### src/logic/mtcs_pkg.sv
// Package for the MAC transmit/receive control and status block.
// Holds register indices, field positions, reset values, length limits and the
// packed structs that carry datapath events into the block.
package mtcs_pkg;

	// Register indices; the byte address on the bus is four times the index.
	localparam logic [5:0] IDX_NET_CONTROL = 6'h00;
	localparam logic [5:0] IDX_TX_DONE     = 6'h01;
	localparam logic [5:0] IDX_TX_CONTROL  = 6'h02;
	localparam logic [5:0] IDX_TX_STATUS1  = 6'h03;
	localparam logic [5:0] IDX_TX_STATUS2  = 6'h04;
	localparam logic [5:0] IDX_RX_CONTROL  = 6'h05;
	localparam logic [5:0] IDX_RX_STATUS   = 6'h06;

	// Reset values.
	localparam logic [7:0] RST_BYTE = 8'h00;

	// Transmit control fields.
	localparam int TC_REQUEST     = 0;
	localparam int TC_SKIP_FCS1   = 1;
	localparam int TC_SKIP_PAD1   = 2;
	localparam int TC_SKIP_FCS2   = 3;
	localparam int TC_SKIP_PAD2   = 4;
	localparam int TC_RETRY_FOREV = 5;
	localparam int TC_TX_GUARD    = 6;

	// Transmit status fields, the same for both indices.
	localparam int TS_LEN_TIMEOUT = 7;
	localparam int TS_CARR_LOST   = 6;
	localparam int TS_NO_CARRIER  = 5;
	localparam int TS_LATE_HIT    = 4;
	localparam int TS_COLLISION   = 3;
	localparam int TS_RETRY_ABORT = 2;

	// Receive control fields.
	localparam int RC_ENABLE      = 0;
	localparam int RC_ANY_DEST    = 1;
	localparam int RC_PASS_RUNT   = 2;
	localparam int RC_ALL_GROUP   = 3;
	localparam int RC_DROP_FCS    = 4;
	localparam int RC_DROP_LONG   = 5;
	localparam int RC_RX_GUARD    = 6;

	// Network control and completion fields.
	localparam int NC_LOOP_LSB    = 1;
	localparam int ND_INDEX1      = 2;
	localparam int ND_INDEX2      = 3;

	// Loopback encodings.
	localparam logic [1:0] LOOP_NORMAL   = 2'b00;
	localparam logic [1:0] LOOP_MAC_INT  = 2'b01;
	localparam logic [1:0] LOOP_PHY_100M = 2'b10;

	// Length limits in bytes and the collision policy.
	localparam logic [11:0] TX_LENGTH_LIMIT = 12'd2048;
	localparam logic [11:0] RX_LENGTH_LIMIT = 12'd2048;
	localparam logic [11:0] OVERSIZE_LIMIT  = 12'd1522;
	localparam logic [11:0] SLOT_BYTES      = 12'd64;
	localparam logic [4:0]  RETRY_LIMIT     = 5'd16;

	// AXI responses.
	localparam logic [1:0] RESP_OKAY   = 2'b00;
	localparam logic [1:0] RESP_SLVERR = 2'b10;

	// Events from the transmit datapath.
	typedef struct packed {
		logic byte_sent;
		logic collision;
		logic carrier;
		logic frame_done;
	} mtcs_tx_ev_t;

	// Events from the receive datapath.
	typedef struct packed {
		logic frame_start;
		logic byte_rcvd;
		logic dest_group;
		logic dest_match;
		logic late_hit;
		logic symbol_err;
		logic odd_bits;
		logic fcs_bad;
		logic overflow;
		logic frame_end;
	} mtcs_rx_ev_t;

endpackage : mtcs_pkg

### src/logic/mtcs_core.sv
// MAC transmit/receive control and status registers with their sequencing.
// Assumes an AXI4-Lite master and a MAC datapath that reports byte and frame
// events synchronous to aclk.
`timescale 1ns/1ps
module mtcs_core
	import mtcs_pkg::*;
(
	input  wire logic                  aclk,
	input  wire logic                  aresetn,
	input  wire logic                  s_axi_awvalid,
	output logic                       s_axi_awready,
	input  wire logic [7:0]            s_axi_awaddr,
	input  wire logic                  s_axi_wvalid,
	output logic                       s_axi_wready,
	input  wire logic [31:0]           s_axi_wdata,
	input  wire logic [3:0]            s_axi_wstrb,
	output logic                       s_axi_bvalid,
	input  wire logic                  s_axi_bready,
	output logic [1:0]                 s_axi_bresp,
	input  wire logic                  s_axi_arvalid,
	output logic                       s_axi_arready,
	input  wire logic [7:0]            s_axi_araddr,
	output logic                       s_axi_rvalid,
	input  wire logic                  s_axi_rready,
	output logic [31:0]                s_axi_rdata,
	output logic [1:0]                 s_axi_rresp,
	input  wire mtcs_pkg::mtcs_tx_ev_t tx_ev,
	output logic                       tx_start,
	output logic                       tx_index2,
	output logic                       tx_pad_on,
	output logic                       tx_fcs_on,
	output logic                       tx_abort,
	output logic                       tx_retry,
	output logic [1:0]                 loopback_select,
	input  wire mtcs_pkg::mtcs_rx_ev_t rx_ev,
	output logic                       rx_cut,
	output logic                       rx_accept,
	output logic                       rx_reject
);
	typedef enum logic [1:0] {TX_IDLE, TX_SEND, TX_END} mtcs_tx_state_t;

	logic [7:0]     tx_ctrl_reg, rx_ctrl_reg, rx_stat_reg, done_reg;
	logic [7:0]     tx_stat_reg [2];
	logic [1:0]     loop_reg;
	mtcs_tx_state_t tx_state_reg;
	logic           cur_idx_reg;
	logic [11:0]    tx_cnt_reg, rx_cnt_reg;
	logic [4:0]     col_cnt_reg;
	logic [7:0]     tx_flags_reg;
	logic           carrier_seen_reg, rx_busy_reg;
	logic [7:0]     rx_flags_reg;
	logic           rx_oversize_reg;
	logic           aw_have_reg, w_have_reg;
	logic [5:0]     aw_idx_reg;
	logic [7:0]     w_byte_reg;
	logic           w_lane_reg;

	// Bus decode: a write fires once address and data are both held.
	wire       wr_fire   = aw_have_reg && w_have_reg && !s_axi_bvalid;
	wire       rd_fire   = s_axi_arvalid && s_axi_arready;
	wire [5:0] rd_idx    = s_axi_araddr[7:2];
	wire       wr_mapped = aw_idx_reg <= IDX_RX_STATUS;
	wire       rd_mapped = rd_idx <= IDX_RX_STATUS;
	wire       wr_en     = wr_fire && w_lane_reg;
	wire       wr_net    = wr_en && aw_idx_reg == IDX_NET_CONTROL;
	wire       wr_done   = wr_en && aw_idx_reg == IDX_TX_DONE;
	wire       wr_txc    = wr_en && aw_idx_reg == IDX_TX_CONTROL;
	wire       wr_rxc    = wr_en && aw_idx_reg == IDX_RX_CONTROL;
	wire       rd_done   = rd_fire && rd_idx == IDX_TX_DONE;

	// Read data selection; reserved bits read as zero.
	logic [7:0] rd_byte;
	always_comb
	begin
		case (rd_idx)
			IDX_NET_CONTROL: rd_byte = {5'h00, loop_reg, 1'b0};
			IDX_TX_DONE:     rd_byte = done_reg;
			IDX_TX_CONTROL:  rd_byte = tx_ctrl_reg;
			IDX_TX_STATUS1:  rd_byte = tx_stat_reg[0];
			IDX_TX_STATUS2:  rd_byte = tx_stat_reg[1];
			IDX_RX_CONTROL:  rd_byte = rx_ctrl_reg;
			IDX_RX_STATUS:   rd_byte = rx_stat_reg;
			default:         rd_byte = 8'h00;
		endcase
	end

	// Transmit decode: mode bits, loopback masking and the two ends of a packet.
	wire tx_guard_on   = !tx_ctrl_reg[TC_TX_GUARD];
	wire mac_loop      = loop_reg == LOOP_MAC_INT;
	wire tx_sending    = tx_state_reg == TX_SEND;
	wire tx_over_len   = tx_sending && tx_ev.byte_sent && tx_guard_on
		&& tx_cnt_reg >= TX_LENGTH_LIMIT;
	wire col_hit       = tx_sending && tx_ev.collision;
	wire col_last      = col_hit && col_cnt_reg == RETRY_LIMIT - 5'd1;
	wire col_abort     = col_last && !tx_ctrl_reg[TC_RETRY_FOREV];
	wire late_hit      = col_hit && tx_cnt_reg >= SLOT_BYTES;
	wire carrier_drop  = tx_sending && !tx_ev.carrier && carrier_seen_reg && !mac_loop;
	wire tx_finish     = tx_sending && (tx_ev.frame_done || tx_over_len || col_abort);
	wire no_carrier    = !carrier_seen_reg && !tx_ev.carrier && !mac_loop;

	// Final outcome flags of the packet, merged with the events of this cycle.
	logic [7:0] tx_outcome;
	always_comb
	begin
		tx_outcome                 = tx_flags_reg;
		tx_outcome[TS_LEN_TIMEOUT] = tx_flags_reg[TS_LEN_TIMEOUT] | tx_over_len;
		tx_outcome[TS_CARR_LOST]   = tx_flags_reg[TS_CARR_LOST] | carrier_drop;
		tx_outcome[TS_NO_CARRIER]  = no_carrier;
		tx_outcome[TS_LATE_HIT]    = tx_flags_reg[TS_LATE_HIT] | late_hit;
		tx_outcome[TS_COLLISION]   = tx_flags_reg[TS_COLLISION] | col_hit;
		tx_outcome[TS_RETRY_ABORT] = col_abort;
	end

	// Bus write side: address and data are taken in either order.
	always_ff @(posedge aclk)
	begin
		if (!aresetn)
		begin
			aw_have_reg   <= 1'b0;
			w_have_reg    <= 1'b0;
			s_axi_awready <= 1'b1;
			s_axi_wready  <= 1'b1;
			aw_idx_reg    <= 6'h00;
			w_byte_reg   <= 8'h00;
			w_lane_reg   <= 1'b0;
			s_axi_bvalid <= 1'b0;
			s_axi_bresp  <= RESP_OKAY;
		end
		else
		begin
			if (s_axi_awvalid && s_axi_awready)
			begin
				aw_have_reg   <= 1'b1;
				s_axi_awready <= 1'b0;
				aw_idx_reg    <= s_axi_awaddr[7:2];
			end
			if (s_axi_wvalid && s_axi_wready)
			begin
				w_have_reg   <= 1'b1;
				s_axi_wready <= 1'b0;
				w_byte_reg   <= s_axi_wdata[7:0];
				w_lane_reg <= s_axi_wstrb[0];
			end
			if (wr_fire)
			begin
				aw_have_reg   <= 1'b0;
				w_have_reg    <= 1'b0;
				s_axi_awready <= 1'b1;
				s_axi_wready  <= 1'b1;
				s_axi_bvalid  <= 1'b1;
				s_axi_bresp  <= wr_mapped ? RESP_OKAY : RESP_SLVERR;
			end
			else if (s_axi_bvalid && s_axi_bready)
				s_axi_bvalid <= 1'b0;
		end
	end

	// Bus read side: one read at a time, answered the cycle after it is taken.
	always_ff @(posedge aclk)
	begin
		if (!aresetn)
		begin
			s_axi_arready <= 1'b0;
			s_axi_rvalid  <= 1'b0;
			s_axi_rdata   <= 32'h0000_0000;
			s_axi_rresp   <= RESP_OKAY;
		end
		else if (rd_fire)
		begin
			s_axi_arready <= 1'b0;
			s_axi_rvalid  <= 1'b1;
			s_axi_rdata   <= {24'h00_0000, rd_byte};
			s_axi_rresp   <= rd_mapped ? RESP_OKAY : RESP_SLVERR;
		end
		else if (s_axi_rvalid && s_axi_rready)
		begin
			s_axi_rvalid  <= 1'b0;
			s_axi_arready <= 1'b1;
		end
		else
			s_axi_arready <= !s_axi_rvalid;
	end

	// Control registers; the request bit is cleared by hardware at packet end.
	always_ff @(posedge aclk)
	begin
		if (!aresetn)
		begin
			tx_ctrl_reg <= RST_BYTE;
			rx_ctrl_reg <= RST_BYTE;
			loop_reg    <= LOOP_NORMAL;
		end
		else
		begin
			if (wr_txc)
				// A packet end in the same cycle still clears an old request.
				tx_ctrl_reg <= {1'b0, w_byte_reg[6:1],
					w_byte_reg[0] | (tx_ctrl_reg[0] && !tx_finish)};
			else if (tx_finish)
				tx_ctrl_reg[TC_REQUEST] <= 1'b0;
			if (wr_rxc)
				rx_ctrl_reg <= {1'b0, w_byte_reg[6:0]};
			if (wr_net)
				loop_reg <= w_byte_reg[NC_LOOP_LSB +: 2];
		end
	end

	// Completion flags: set wins over a read or a write-one clear.
	always_ff @(posedge aclk)
	begin
		if (!aresetn)
			done_reg <= RST_BYTE;
		else
		begin
			done_reg[ND_INDEX1] <= (tx_finish && !cur_idx_reg)
				|| (done_reg[ND_INDEX1] && !rd_done
				&& !(wr_done && w_byte_reg[ND_INDEX1]));
			done_reg[ND_INDEX2] <= (tx_finish && cur_idx_reg)
				|| (done_reg[ND_INDEX2] && !rd_done
				&& !(wr_done && w_byte_reg[ND_INDEX2]));
		end
	end

	// Transmit sequencer: start, count bytes and collisions, then finish.
	always_ff @(posedge aclk)
	begin
		if (!aresetn)
		begin
			tx_state_reg     <= TX_IDLE;
			cur_idx_reg      <= 1'b0;
			tx_cnt_reg       <= 12'h000;
			col_cnt_reg      <= 5'h00;
			tx_flags_reg     <= 8'h00;
			carrier_seen_reg <= 1'b0;
			tx_start         <= 1'b0;
			tx_abort         <= 1'b0;
			tx_retry         <= 1'b0;
			tx_stat_reg[0]   <= RST_BYTE;
			tx_stat_reg[1]   <= RST_BYTE;
		end
		else
		begin
			tx_start <= 1'b0;
			tx_abort <= 1'b0;
			tx_retry <= 1'b0;
			case (tx_state_reg)
				TX_IDLE:
				begin
					if (tx_ctrl_reg[TC_REQUEST])
					begin
						tx_state_reg     <= TX_SEND;
						tx_start         <= 1'b1;
						tx_cnt_reg       <= 12'h000;
						col_cnt_reg      <= 5'h00;
						tx_flags_reg     <= 8'h00;
						carrier_seen_reg <= 1'b0;
					end
				end
				TX_SEND:
				begin
					tx_flags_reg <= tx_outcome;
					if (tx_ev.carrier)
						carrier_seen_reg <= 1'b1;
					if (tx_ev.byte_sent && tx_cnt_reg <= TX_LENGTH_LIMIT)
						tx_cnt_reg <= tx_cnt_reg + 12'd1;
					if (col_hit && !col_abort)
					begin
						tx_retry    <= 1'b1;
						tx_cnt_reg  <= 12'h000;
						col_cnt_reg <= col_last ? 5'h00 : col_cnt_reg + 5'd1;
					end
					if (tx_finish)
					begin
						tx_state_reg             <= TX_END;
						tx_abort                 <= tx_over_len || col_abort;
						tx_stat_reg[cur_idx_reg] <= {tx_outcome[7:2], 2'b00};
					end
				end
				TX_END:
				begin
					tx_state_reg <= TX_IDLE;
					cur_idx_reg  <= !cur_idx_reg;
				end
				default: tx_state_reg <= TX_IDLE;
			endcase
		end
	end

	// Per-index padding and FCS steering for the packet now being sent.
	always_ff @(posedge aclk)
	begin
		if (!aresetn)
		begin
			tx_index2       <= 1'b0;
			tx_pad_on       <= 1'b1;
			tx_fcs_on       <= 1'b1;
			loopback_select <= LOOP_NORMAL;
		end
		else
		begin
			tx_index2       <= cur_idx_reg;
			tx_pad_on       <= cur_idx_reg ? !tx_ctrl_reg[TC_SKIP_PAD2]
				: !tx_ctrl_reg[TC_SKIP_PAD1];
			tx_fcs_on       <= cur_idx_reg ? !tx_ctrl_reg[TC_SKIP_FCS2]
				: !tx_ctrl_reg[TC_SKIP_FCS1];
			loopback_select <= loop_reg;
		end
	end

	// Receive decode: guard, error flags and the acceptance filter.
	wire rx_guard_on  = !rx_ctrl_reg[RC_RX_GUARD];
	wire rx_over_len  = rx_busy_reg && rx_ev.byte_rcvd && rx_guard_on
		&& rx_cnt_reg >= RX_LENGTH_LIMIT;
	wire rx_runt      = rx_cnt_reg < SLOT_BYTES;
	wire dest_ok      = rx_ctrl_reg[RC_ANY_DEST] || rx_ev.dest_match
		|| (rx_ev.dest_group && rx_ctrl_reg[RC_ALL_GROUP]);
	wire rx_closing   = rx_busy_reg && (rx_ev.frame_end || rx_over_len);

	// Error flags of the frame, merged with the events of this cycle.
	logic [7:0] rx_outcome;
	always_comb
	begin
		rx_outcome    = rx_flags_reg;
		rx_outcome[7] = rx_runt;
		rx_outcome[6] = rx_flags_reg[6] | rx_ev.dest_group;
		rx_outcome[5] = rx_flags_reg[5] | rx_ev.late_hit;
		rx_outcome[4] = rx_flags_reg[4] | rx_over_len;
		rx_outcome[3] = rx_flags_reg[3] | rx_ev.symbol_err;
		rx_outcome[2] = rx_ev.frame_end && rx_ev.odd_bits;
		rx_outcome[1] = rx_ev.frame_end && rx_ev.fcs_bad;
		rx_outcome[0] = rx_flags_reg[0] | rx_ev.overflow;
	end

	wire rx_keep = dest_ok && !rx_outcome[4] && !rx_outcome[0]
		&& !(rx_ctrl_reg[RC_DROP_FCS] && rx_outcome[1])
		&& !(rx_ctrl_reg[RC_DROP_LONG] && rx_oversize_reg)
		&& !(rx_runt && !rx_ctrl_reg[RC_PASS_RUNT]);

	// Receive tracker: frames only start while reception is enabled.
	always_ff @(posedge aclk)
	begin
		if (!aresetn)
		begin
			rx_busy_reg     <= 1'b0;
			rx_cnt_reg      <= 12'h000;
			rx_flags_reg    <= 8'h00;
			rx_oversize_reg <= 1'b0;
			rx_stat_reg     <= RST_BYTE;
			rx_cut          <= 1'b0;
			rx_accept       <= 1'b0;
			rx_reject       <= 1'b0;
		end
		else
		begin
			rx_cut    <= rx_over_len;
			rx_accept <= rx_closing && rx_keep;
			rx_reject <= rx_closing && !rx_keep;
			if (!rx_busy_reg)
			begin
				if (rx_ev.frame_start && rx_ctrl_reg[RC_ENABLE])
				begin
					rx_busy_reg     <= 1'b1;
					rx_cnt_reg      <= 12'h000;
					rx_flags_reg    <= 8'h00;
					rx_oversize_reg <= 1'b0;
				end
			end
			else
			begin
				rx_flags_reg <= rx_outcome;
				if (rx_ev.byte_rcvd && rx_cnt_reg <= RX_LENGTH_LIMIT)
					rx_cnt_reg <= rx_cnt_reg + 12'd1;
				if (rx_ev.byte_rcvd && rx_cnt_reg >= OVERSIZE_LIMIT)
					rx_oversize_reg <= 1'b1;
				if (rx_closing)
				begin
					rx_busy_reg <= 1'b0;
					rx_stat_reg <= rx_outcome;
				end
			end
		end
	end

endmodule : mtcs_core

### config.mk
export PLATFORM = sky130hd
export DESIGN_NAME = mtcs_core
export DESIGN_NICKNAME = d
export VERILOG_FILES = /design/src/logic/mtcs_pkg.sv /design/src/logic/mtcs_core.sv
export SDC_FILE = /design/constraint.sdc
export NUM_CORES = 1
export LEC_CHECK = 0
export BUFFER_PORTS_ARGS = -buffer_cell sky130_fd_sc_hd__buf_4
export CORE_UTILIZATION = 45
export DETAILED_ROUTE_END_ITERATION = 7
export PLACE_DENSITY = 0.77
export SETUP_SLACK_MARGIN = 0.5
export SLEW_MARGIN = 20
export SYNTH_ARGS = -nofsm -noshare
export SYNTH_HDL_FRONTEND = slang
export SYNTH_SLANG_ARGS = --single-unit
### constraint.sdc
create_clock -name aclk -period 2.3 [get_ports aclk]
set_input_delay 0.115 -clock aclk [delete_from_list [all_inputs] [get_ports aclk]]
set_output_delay 0.115 -clock aclk [all_outputs]
set_load 0.02 [all_outputs]
==> results of run 1 <==
worst reg2reg max path: stages, from the launching register on:
cell	delay (ns)
dfxtp_2	0.32
nand3b_4	0.15
or4_4	0.45
or4_4	0.58
mux2i_1	0.19
nor2_1	0.06
final timing paths:
path                                                  from                     endpoint  slack [ns]  depth (start not counted)
worst max-delay path             s_axi_bvalid$_SDFFE_PN0P_  tx_ctrl_reg[1]$_SDFFE_PN0P_        0.41                          5
worst min-delay path                              rx_ev[0]  rx_stat_reg[1]$_SDFFE_PN0P_        0.02                          3
worst max register to register   s_axi_bvalid$_SDFFE_PN0P_  tx_ctrl_reg[1]$_SDFFE_PN0P_        0.41                          5
worst min register to register  aw_idx_reg[5]$_SDFFE_PN0P_   aw_idx_reg[5]$_SDFFE_PN0P_        0.46                          2
per-layer routing:
metal	track usage	up-vias	wire [um]
met1	0.265	2383	6020
met2	0.386	166	7040
met4	0.0868	0	269
li1	-	2418	-
met5	0	-	0
met3	0.0562	23	763
timing repair:
item                       CTS  global route
pin swaps                    4             6
hold buffers                25             0
buffers inserted             4             9
hold endpoints to repair    24             0
setup endpoints to repair   39            33
gates resized for setup     13            25
layout make-up:
cell class              count  area, um^2  share of cell area
clock buffers              17         425              0.0588
clock inverters            15         198              0.0273
inverters                  18        67.6             0.00934
multi-input cells         464        2820               0.390
flip-flops and latches    124        2620               0.362
well taps                 147         184              0.0254
repair buffers            114         922               0.127
through the flow:
stage	area, um^2	util	std cells	hold slack (ns)	total power [mW]
floorplan	5710	-	661	0.256	2.49
global placement	6130	0.511	829	0.353	2.56
detailed placement	6130	0.511	829	0.366	2.56
CTS	7080	0.589	890	0.00725	5.39
global route	7240	0.602	899	0.0183	5.53
finish	7240	0.602	899	0.0159	5.37
cell families after synthesis:
kind of cell,after synthesis
compound gates,135
xor+xnor,6
fa+ha+maj,5
buf+inv,73
flops,124
mux,28
other cells,1
simple gates,264
power breakdown:
part           switching (mW)  internal [mW]
logic                   0.180          0.136
clock network            1.00           1.81
registers              0.0351           2.21
total                    1.22           4.16
layout by cell type, fill, tap and decap left out, drive strengths merged, types with 5 or more instances in the layout:
cell type / instances
dfxtp: 112
buf: 89
nor2: 81
nand2: 61
a21oi: 46
nand3: 32
o21ai: 31
conb: 26
dlygate4sd3: 25
mux2i: 21
inv: 19
nor3: 18
clkbuf: 17
nor2b: 13
edfxtp: 12
a31oi: 9
and2: 9
nand4: 9
mux2: 6
or3: 6
nand2b: 5
a32oi: 5
and3: 5
xnor2: 5
clkinvlp: 5
a211oi: 5
a311oi: 5
or4: 5
ha: 5
clkinv: 5
==> impl_metrics.py, run 1 <==
metrics = {
    "sta": {
        "layout_setup_ws_ns": 0.413,
        "period_needed_ns": 1.89,
        "tns_ns": 0,
        "finalClockSkew_ns": 0.00826,
        "max_slew_margin": 0.625,
        "hold_viol_final": 0,
        "worst_pin_slew_ns": 0.561,
        "setup_violations": 0,
        "fin_crit_sh": 0.820,
        "fmax_mhz": 530,
        "drv_slew": 0,
        "rsz0062_at_grt": "true",
    },
    "floorplan": {
        "die_w_um": 113,
        "die_y_um": 113,
        "start_util": 0.464,
        "io_pins": 125,
        "dieArea_mm2": 0.0128,
        "rows": 40,
        "core-area_mm2": 0.0120,
    },
    "clocking": {
        "cts-buffers-inserted": 17,
        "cts_sinks": 124,
        "clk_pin_slew_ns": 0.06,
        "cts_tree": "done",
        "root_buffer": "clkbuf_16",
        "insertion_delay_ns": 0.42,
        "cts_max_path_buffers": 2,
        "htree_levels": 4,
    },
    "logic_synthesis": {
        "yosysMostFrequentCell": "dfxtp_1",
        "ys.flop_type": "dfxtp_1",
        "synth.area.mux_share": 0.0539,
        "synth_seq_area_share": 0.467,
        "synthTopCellsByArea": "dfxtp_1 40%, edfxtp_1 6.5%, nor2_1 5.5%",
        "avgSynthCellArea_um2": 8.75,
        "synth_top_family_by_area": "simple AND/OR/NAND/NOR gates",
        "syn_inst": 636,
        "synth_edf_count": 12,
        "synth_area_mm2": 0.00557,
        "yosys.area_share.adder": 0.0112,
        "synth-compound-area-share": 0.153,
        "synth_cell_types": 67,
        "synth-simple-area-share": 0.235,
        "async_flop_share": 0,
        "yosysTopAreaCellShare": 0.403,
        "yosys.area.top_type": "dfxtp_1",
        "yosys_warnings": 0,
        "ys_ff_latch": 124,
        "synth_commonest_cells": "112 x dfxtp_1, 81 x nor2_1, 61 x nand2_1",
        "synthXorXnorAreaFrac": 0.00944,
    },
    "placed_design": {
        "dp.final_hpwl_mm": 9.39,
        "place_congestion": 0.857,
        "io_buffer_count": 66,
        "post-place-ws_ns": 0.237,
    },
    "job": {
        "cap_violations": 0,
    },
    "route": {
        "vias": 4990,
        "viasPerCell": 5.55,
        "ant_nets": 0,
        "wirelength_mm": 14.1,
        "wl_per_cell_um": 15.7,
        "drt-pass1-iter-count": 6,
        "drtIter0Drc": 394,
        "drc": 0,
    },
    "worst_setup_path": {
        "cp_slowest_stage_delay_ns": 0.58,
        "worst-path-buf-inv": 0,
        "critPathLaunchType": "flip-flop",
        "slowest_stage": "or4_4",
        "crit_family": "simple AND/OR/NAND/NOR gates",
        "endpoint_kind": "flip-flop",
        "cpMostUsedCell": "or4_4",
        "cp_data_arrival_time_ns": 2.17,
        "worstSetupPathType": "flip-flop to flip-flop",
        "crit_path_cell_trace": "nand3b_4, or4_4, or4_4, mux2i_1, nor2_1",
        "crit_fanout": 7,
        "worst-endpoint-required_ns": 2.58,
    },
    "global_routing": {
        "overflow": 0,
        "grt_pass1_wl_mm": 22.4,
        "grt_max_degree": 49,
        "track_usage": 0.223,
        "grt_pass1_vias": 4669,
        "antenna_found_initial": 0,
    },
    "pwr": {
        "power.density_mw_per_mm2": 743,
        "p_leak_nw": 2.88,
        "peakVddDrop_mv": 0.521,
    },
    "layout": {
        "num-fill-cells": 995,
        "final_net_count": 817,
        "syn2layout_area_growth_pct": 30.0,
        "num_antenna_cells": 0,
        "layout-drive-gt1-share": 0.226,
    },
    "run_status": {
        "status": "finished, final reports clean",
    },
    "min_path": {
        "hold_class": "primary input to flip-flop",
    },
}
No activity file was read; power rests on OpenSTA's default activity.
==> run 2, diff against run 1 <==
--- a/config.mk
+++ b/config.mk
@@ -5,10 +5,11 @@
 export SDC_FILE = /design/constraint.sdc
 export NUM_CORES = 1
 export LEC_CHECK = 0
+export ABC_AREA = 1
 export BUFFER_PORTS_ARGS = -buffer_cell sky130_fd_sc_hd__buf_4
 export CORE_UTILIZATION = 45
 export DETAILED_ROUTE_END_ITERATION = 7
-export PLACE_DENSITY = 0.77
+export PLACE_DENSITY = 0.79
 export SETUP_SLACK_MARGIN = 0.5
 export SLEW_MARGIN = 20
 export SYNTH_ARGS = -nofsm -noshare
==> constraint.sdc (replaced) <==
create_clock -name aclk -period 1.7 [get_ports aclk]
set_input_delay 0.085 -clock aclk [delete_from_list [all_inputs] [get_ports aclk]]
set_output_delay 0.085 -clock aclk [all_outputs]
set_load 0.02 [all_outputs]
==> run 2 against run 1 <==
Effect of this change: the run now ends with negative hold slack left; via count rose by 23%; first-iteration DRC count rose by 9.9%; clock skew rose by 0.0023 ns; final area rose by 21%; combinational power rose by 63%; synthesized cell count rose by 30%; routed wire length rose by 29%; die area rose by 8.6%; global-route usage rose by 3.1 points; critical path type unchanged; highest routed layer unchanged.
==> impl_metrics.py, run 2 <==
metrics = {
    "run_status": {
        "status": "finished with violations",
        "violations": "negative hold slack",
    },
    "floorplan": {
        "die_y_um": 118,
        "dieArea_mm2": 0.0139,
        "io_pins": 125,
        "start_util": 0.459,
        "die_w_um": 118,
        "rows": 42,
        "core-area_mm2": 0.0132,
    },
    "route": {
        "viasPerCell": 5.25,
        "ant_nets": 0,
        "wirelength_mm": 18.2,
        "vias": 6147,
        "drt-pass1-iter-count": 6,
        "wl_per_cell_um": 15.5,
        "drtIter0Drc": 433,
        "drc": 0,
    },
    "logic_synthesis": {
        "ys.flop_type": "dfxtp_1",
        "avgSynthCellArea_um2": 7.32,
        "yosys.area.top_type": "dfxtp_1",
        "synth_edf_count": 12,
        "synth_seq_area_share": 0.430,
        "synth_cell_types": 46,
        "async_flop_share": 0,
        "synth_area_mm2": 0.00605,
        "ys_ff_latch": 124,
        "synth_commonest_cells": "165 x nand2_1, 140 x nor2_1, 112 x dfxtp_1",
        "yosysMostFrequentCell": "nand2_1",
        "syn_inst": 827,
        "synthTopCellsByArea": "dfxtp_1 37%, nand2_1 10%, nor2_1 8.7%",
        "yosysTopAreaCellShare": 0.370,
        "yosys_warnings": 0,
    },
    "clocking": {
        "cts_max_path_buffers": 2,
        "insertion_delay_ns": 0.43,
        "clk_pin_slew_ns": 0.06,
        "root_buffer": "clkbuf_16",
        "cts_tree": "done",
        "htree_levels": 4,
        "cts_sinks": 124,
        "cts-buffers-inserted": 17,
        "cts_hold_buf": 25,
    },
    "sta": {
        "rsz0062_at_grt": "true",
        "tns_ns": 0,
        "fmax_mhz": 614,
        "finalClockSkew_ns": 0.0106,
        "period_needed_ns": 1.63,
        "max_slew_margin": 0.516,
        "setup_violations": 0,
        "hold_viol_final": 3,
        "drv_slew": 0,
        "worst_pin_slew_ns": 0.723,
        "hold_slack_ns": -0.0136,
        "layout_setup_ws_ns": 0.0712,
        "fin_crit_sh": 0.958,
    },
    "worst_setup_path": {
        "critPathLaunchType": "flip-flop",
        "cp-startpoint": "tx_cnt_reg[11]$_SDFFE_PN0P_",
        "cp_data_arrival_time_ns": 1.76,
        "endpoint": "tx_stat_reg[1][5]$_SDFFCE_PN0P_",
        "r2r_start": "tx_cnt_reg[11]$_SDFFE_PN0P_",
        "reg2reg_depth": 10,
        "crit_fanout": 6,
        "worst-endpoint-required_ns": 1.84,
        "r2r-end": "tx_stat_reg[1][5]$_SDFFCE_PN0P_",
        "endpoint_kind": "flip-flop",
        "reg2reg_slack_ns": 0.07,
        "worstSetupPathType": "flip-flop to flip-flop",
    },
    "global_routing": {
        "grt_max_degree": 54,
        "antenna_found_initial": 0,
        "overflow": 0,
        "track_usage": 0.254,
        "grt_pass1_wl_mm": 27.9,
        "grt_pass1_vias": 5765,
    },
    "layout": {
        "final_cell_mix": "142 x nand2_1, 113 x buf_4, 110 x nor2_1",
        "num-fill-cells": 995,
        "layout-drive-gt1-share": 0.360,
        "num_antenna_cells": 0,
        "mostFrequentLayoutCell": "nand2_1",
        "final-seq-area_mm2": 0.00265,
        "final_net_count": 1060,
        "syn2layout_area_growth_pct": 44.5,
        "multiInputGateArea_mm2": 0.00360,
    },
    "placed_design": {
        "dp.final_hpwl_mm": 10.6,
        "io_buffer_count": 66,
        "post-place-ws_ns": 0.00617,
        "place_congestion": 0.906,
    },
    "pwr": {
        "peakVddDrop_mv": 0.705,
        "power.density_mw_per_mm2": 834,
        "p_leak_nw": 3.63,
    },
    "job": {
        "cap_violations": 0,
    },
    "min_path": {
        "hold_class": "primary input to flip-flop",
    },
}
run 2: cell types whose count changed in the layout (fill, tap and decap cells not counted), sizes merged, moves of 8 or more:
| cell | previous run | this run |
|---|---|---|
| and2 | 9 | 1 |
| buf | 89 | 131 |
| mux2i | 21 | 0 |
| xor2 | 1 | 10 |
| nor2 | 81 | 153 |
| nand3 | 32 | 74 |
| inv | 19 | 84 |
| o21ai | 31 | 56 |
| nor2b | 13 | 0 |
| nand2 | 61 | 176 |
| nand4 | 9 | 21 |
run 2: what timing repair did:
| action | CTS | global route |
|---|---|---|
| pin swaps | 46 | 28 |
| resized for setup | 89 | 103 |
| gates cloned | 3 | 0 |
| buffers inserted | 27 | 13 |
| endpoints found under the hold margin | 32 | 2 |
| endpoints found under the setup margin | 85 | 107 |
run 2: cell type report:
| class | instances | area share |
|---|---|---|
| clock buffers | 20 | 0.0559 |
| clock inverters | 12 | 0.0140 |
| inverters | 82 | 0.0385 |
| multi-input cells | 601 | 0.411 |
| flip-flops and latches | 124 | 0.303 |
| well taps | 176 | 0.0252 |
| repair buffers | 156 | 0.152 |
run 2: cells by family (layout without fill, tap and decap cells):
family                   after synthesis  count (layout)  share of synthesized area
AND/OR/NAND/NOR                      438             440                      0.330
buffers and inverters                129             270                      0.103
flip-flops                           124             124                      0.430
AO/OA/AOI/OAI                        119             119                      0.111
XOR/XNOR                              11              11                     0.0159
adder cells (fa/ha/maj)                5               5                     0.0103
other                                  1              26                   0.000619
run 2: metrics by stage:
stage,area [um^2],std cells,util,power [mW],hold slack [ns]
after floorplan,6280,852,-,3.40,0.210
after global placement,6860,1071,0.520,3.51,0.338
after detailed placement,6860,1071,0.520,3.51,0.344
after CTS,8290,1158,0.628,7.24,-0.0375
after global routing,8750,1171,0.663,7.50,-0.0134
final,8750,1171,0.663,7.30,-0.0136
run 2: critical path, cell delays in order, from the launching register on:
cell and delay [ns]:
dfxtp_1 0.36, inv_1 0.09, nor2_2 0.09, nand3_2 0.12
inv_2 0.11, nor2_2 0.05, nand2_2 0.08, nand2_4 0.08
nor2_8 0.17, nand2_4 0.08, nand2_4 0.10
run 2: power by group:
| group | leakage (nW) | switching [mW] | total (mW) | internal [mW] |
|---|---|---|---|---|
| logic | 2.30 | 0.319 | 0.514 | 0.194 |
| clock network | 0.293 | 1.48 | 3.73 | 2.26 |
| registers | 1.05 | 0.0506 | 3.05 | 3.00 |
run 2: how the worst min path moves through the flow:
stage                    start                            to  slack (ns)  depth (start not counted)
2_1_floorplan         rx_ev[4]   rx_stat_reg[3]$_SDFFE_PN0P_        0.21                          2
3_3_place_gp   s_axi_awaddr[2]    aw_idx_reg[0]$_SDFFE_PN0P_        0.34                          3
3_5_place_dp          rx_ev[5]  rx_flags_reg[5]$_SDFFE_PN0P_        0.34                          3
4_1_cts               tx_ev[0]  tx_state_reg[0]$_SDFFE_PN0P_       -0.04                          4
5_1_grt               tx_ev[3]           tx_abort$_SDFF_PN0_       -0.01                          3
6_report              rx_ev[0]   rx_stat_reg[2]$_SDFFE_PN0P_       -0.01                          3
run 2: layer usage:
metal | up-vias | track usage | part of all wire | wire length, um
met3 | 62 | 0.0528 | 0.060 | 1090
met4 | 0 | 0.125 | 0.035 | 635
met5 | - | 0 | 0 | 0
li1 | 2963 | - | - | -
met2 | 266 | 0.431 | 0.51 | 9220
met1 | 2856 | 0.304 | 0.40 | 7250
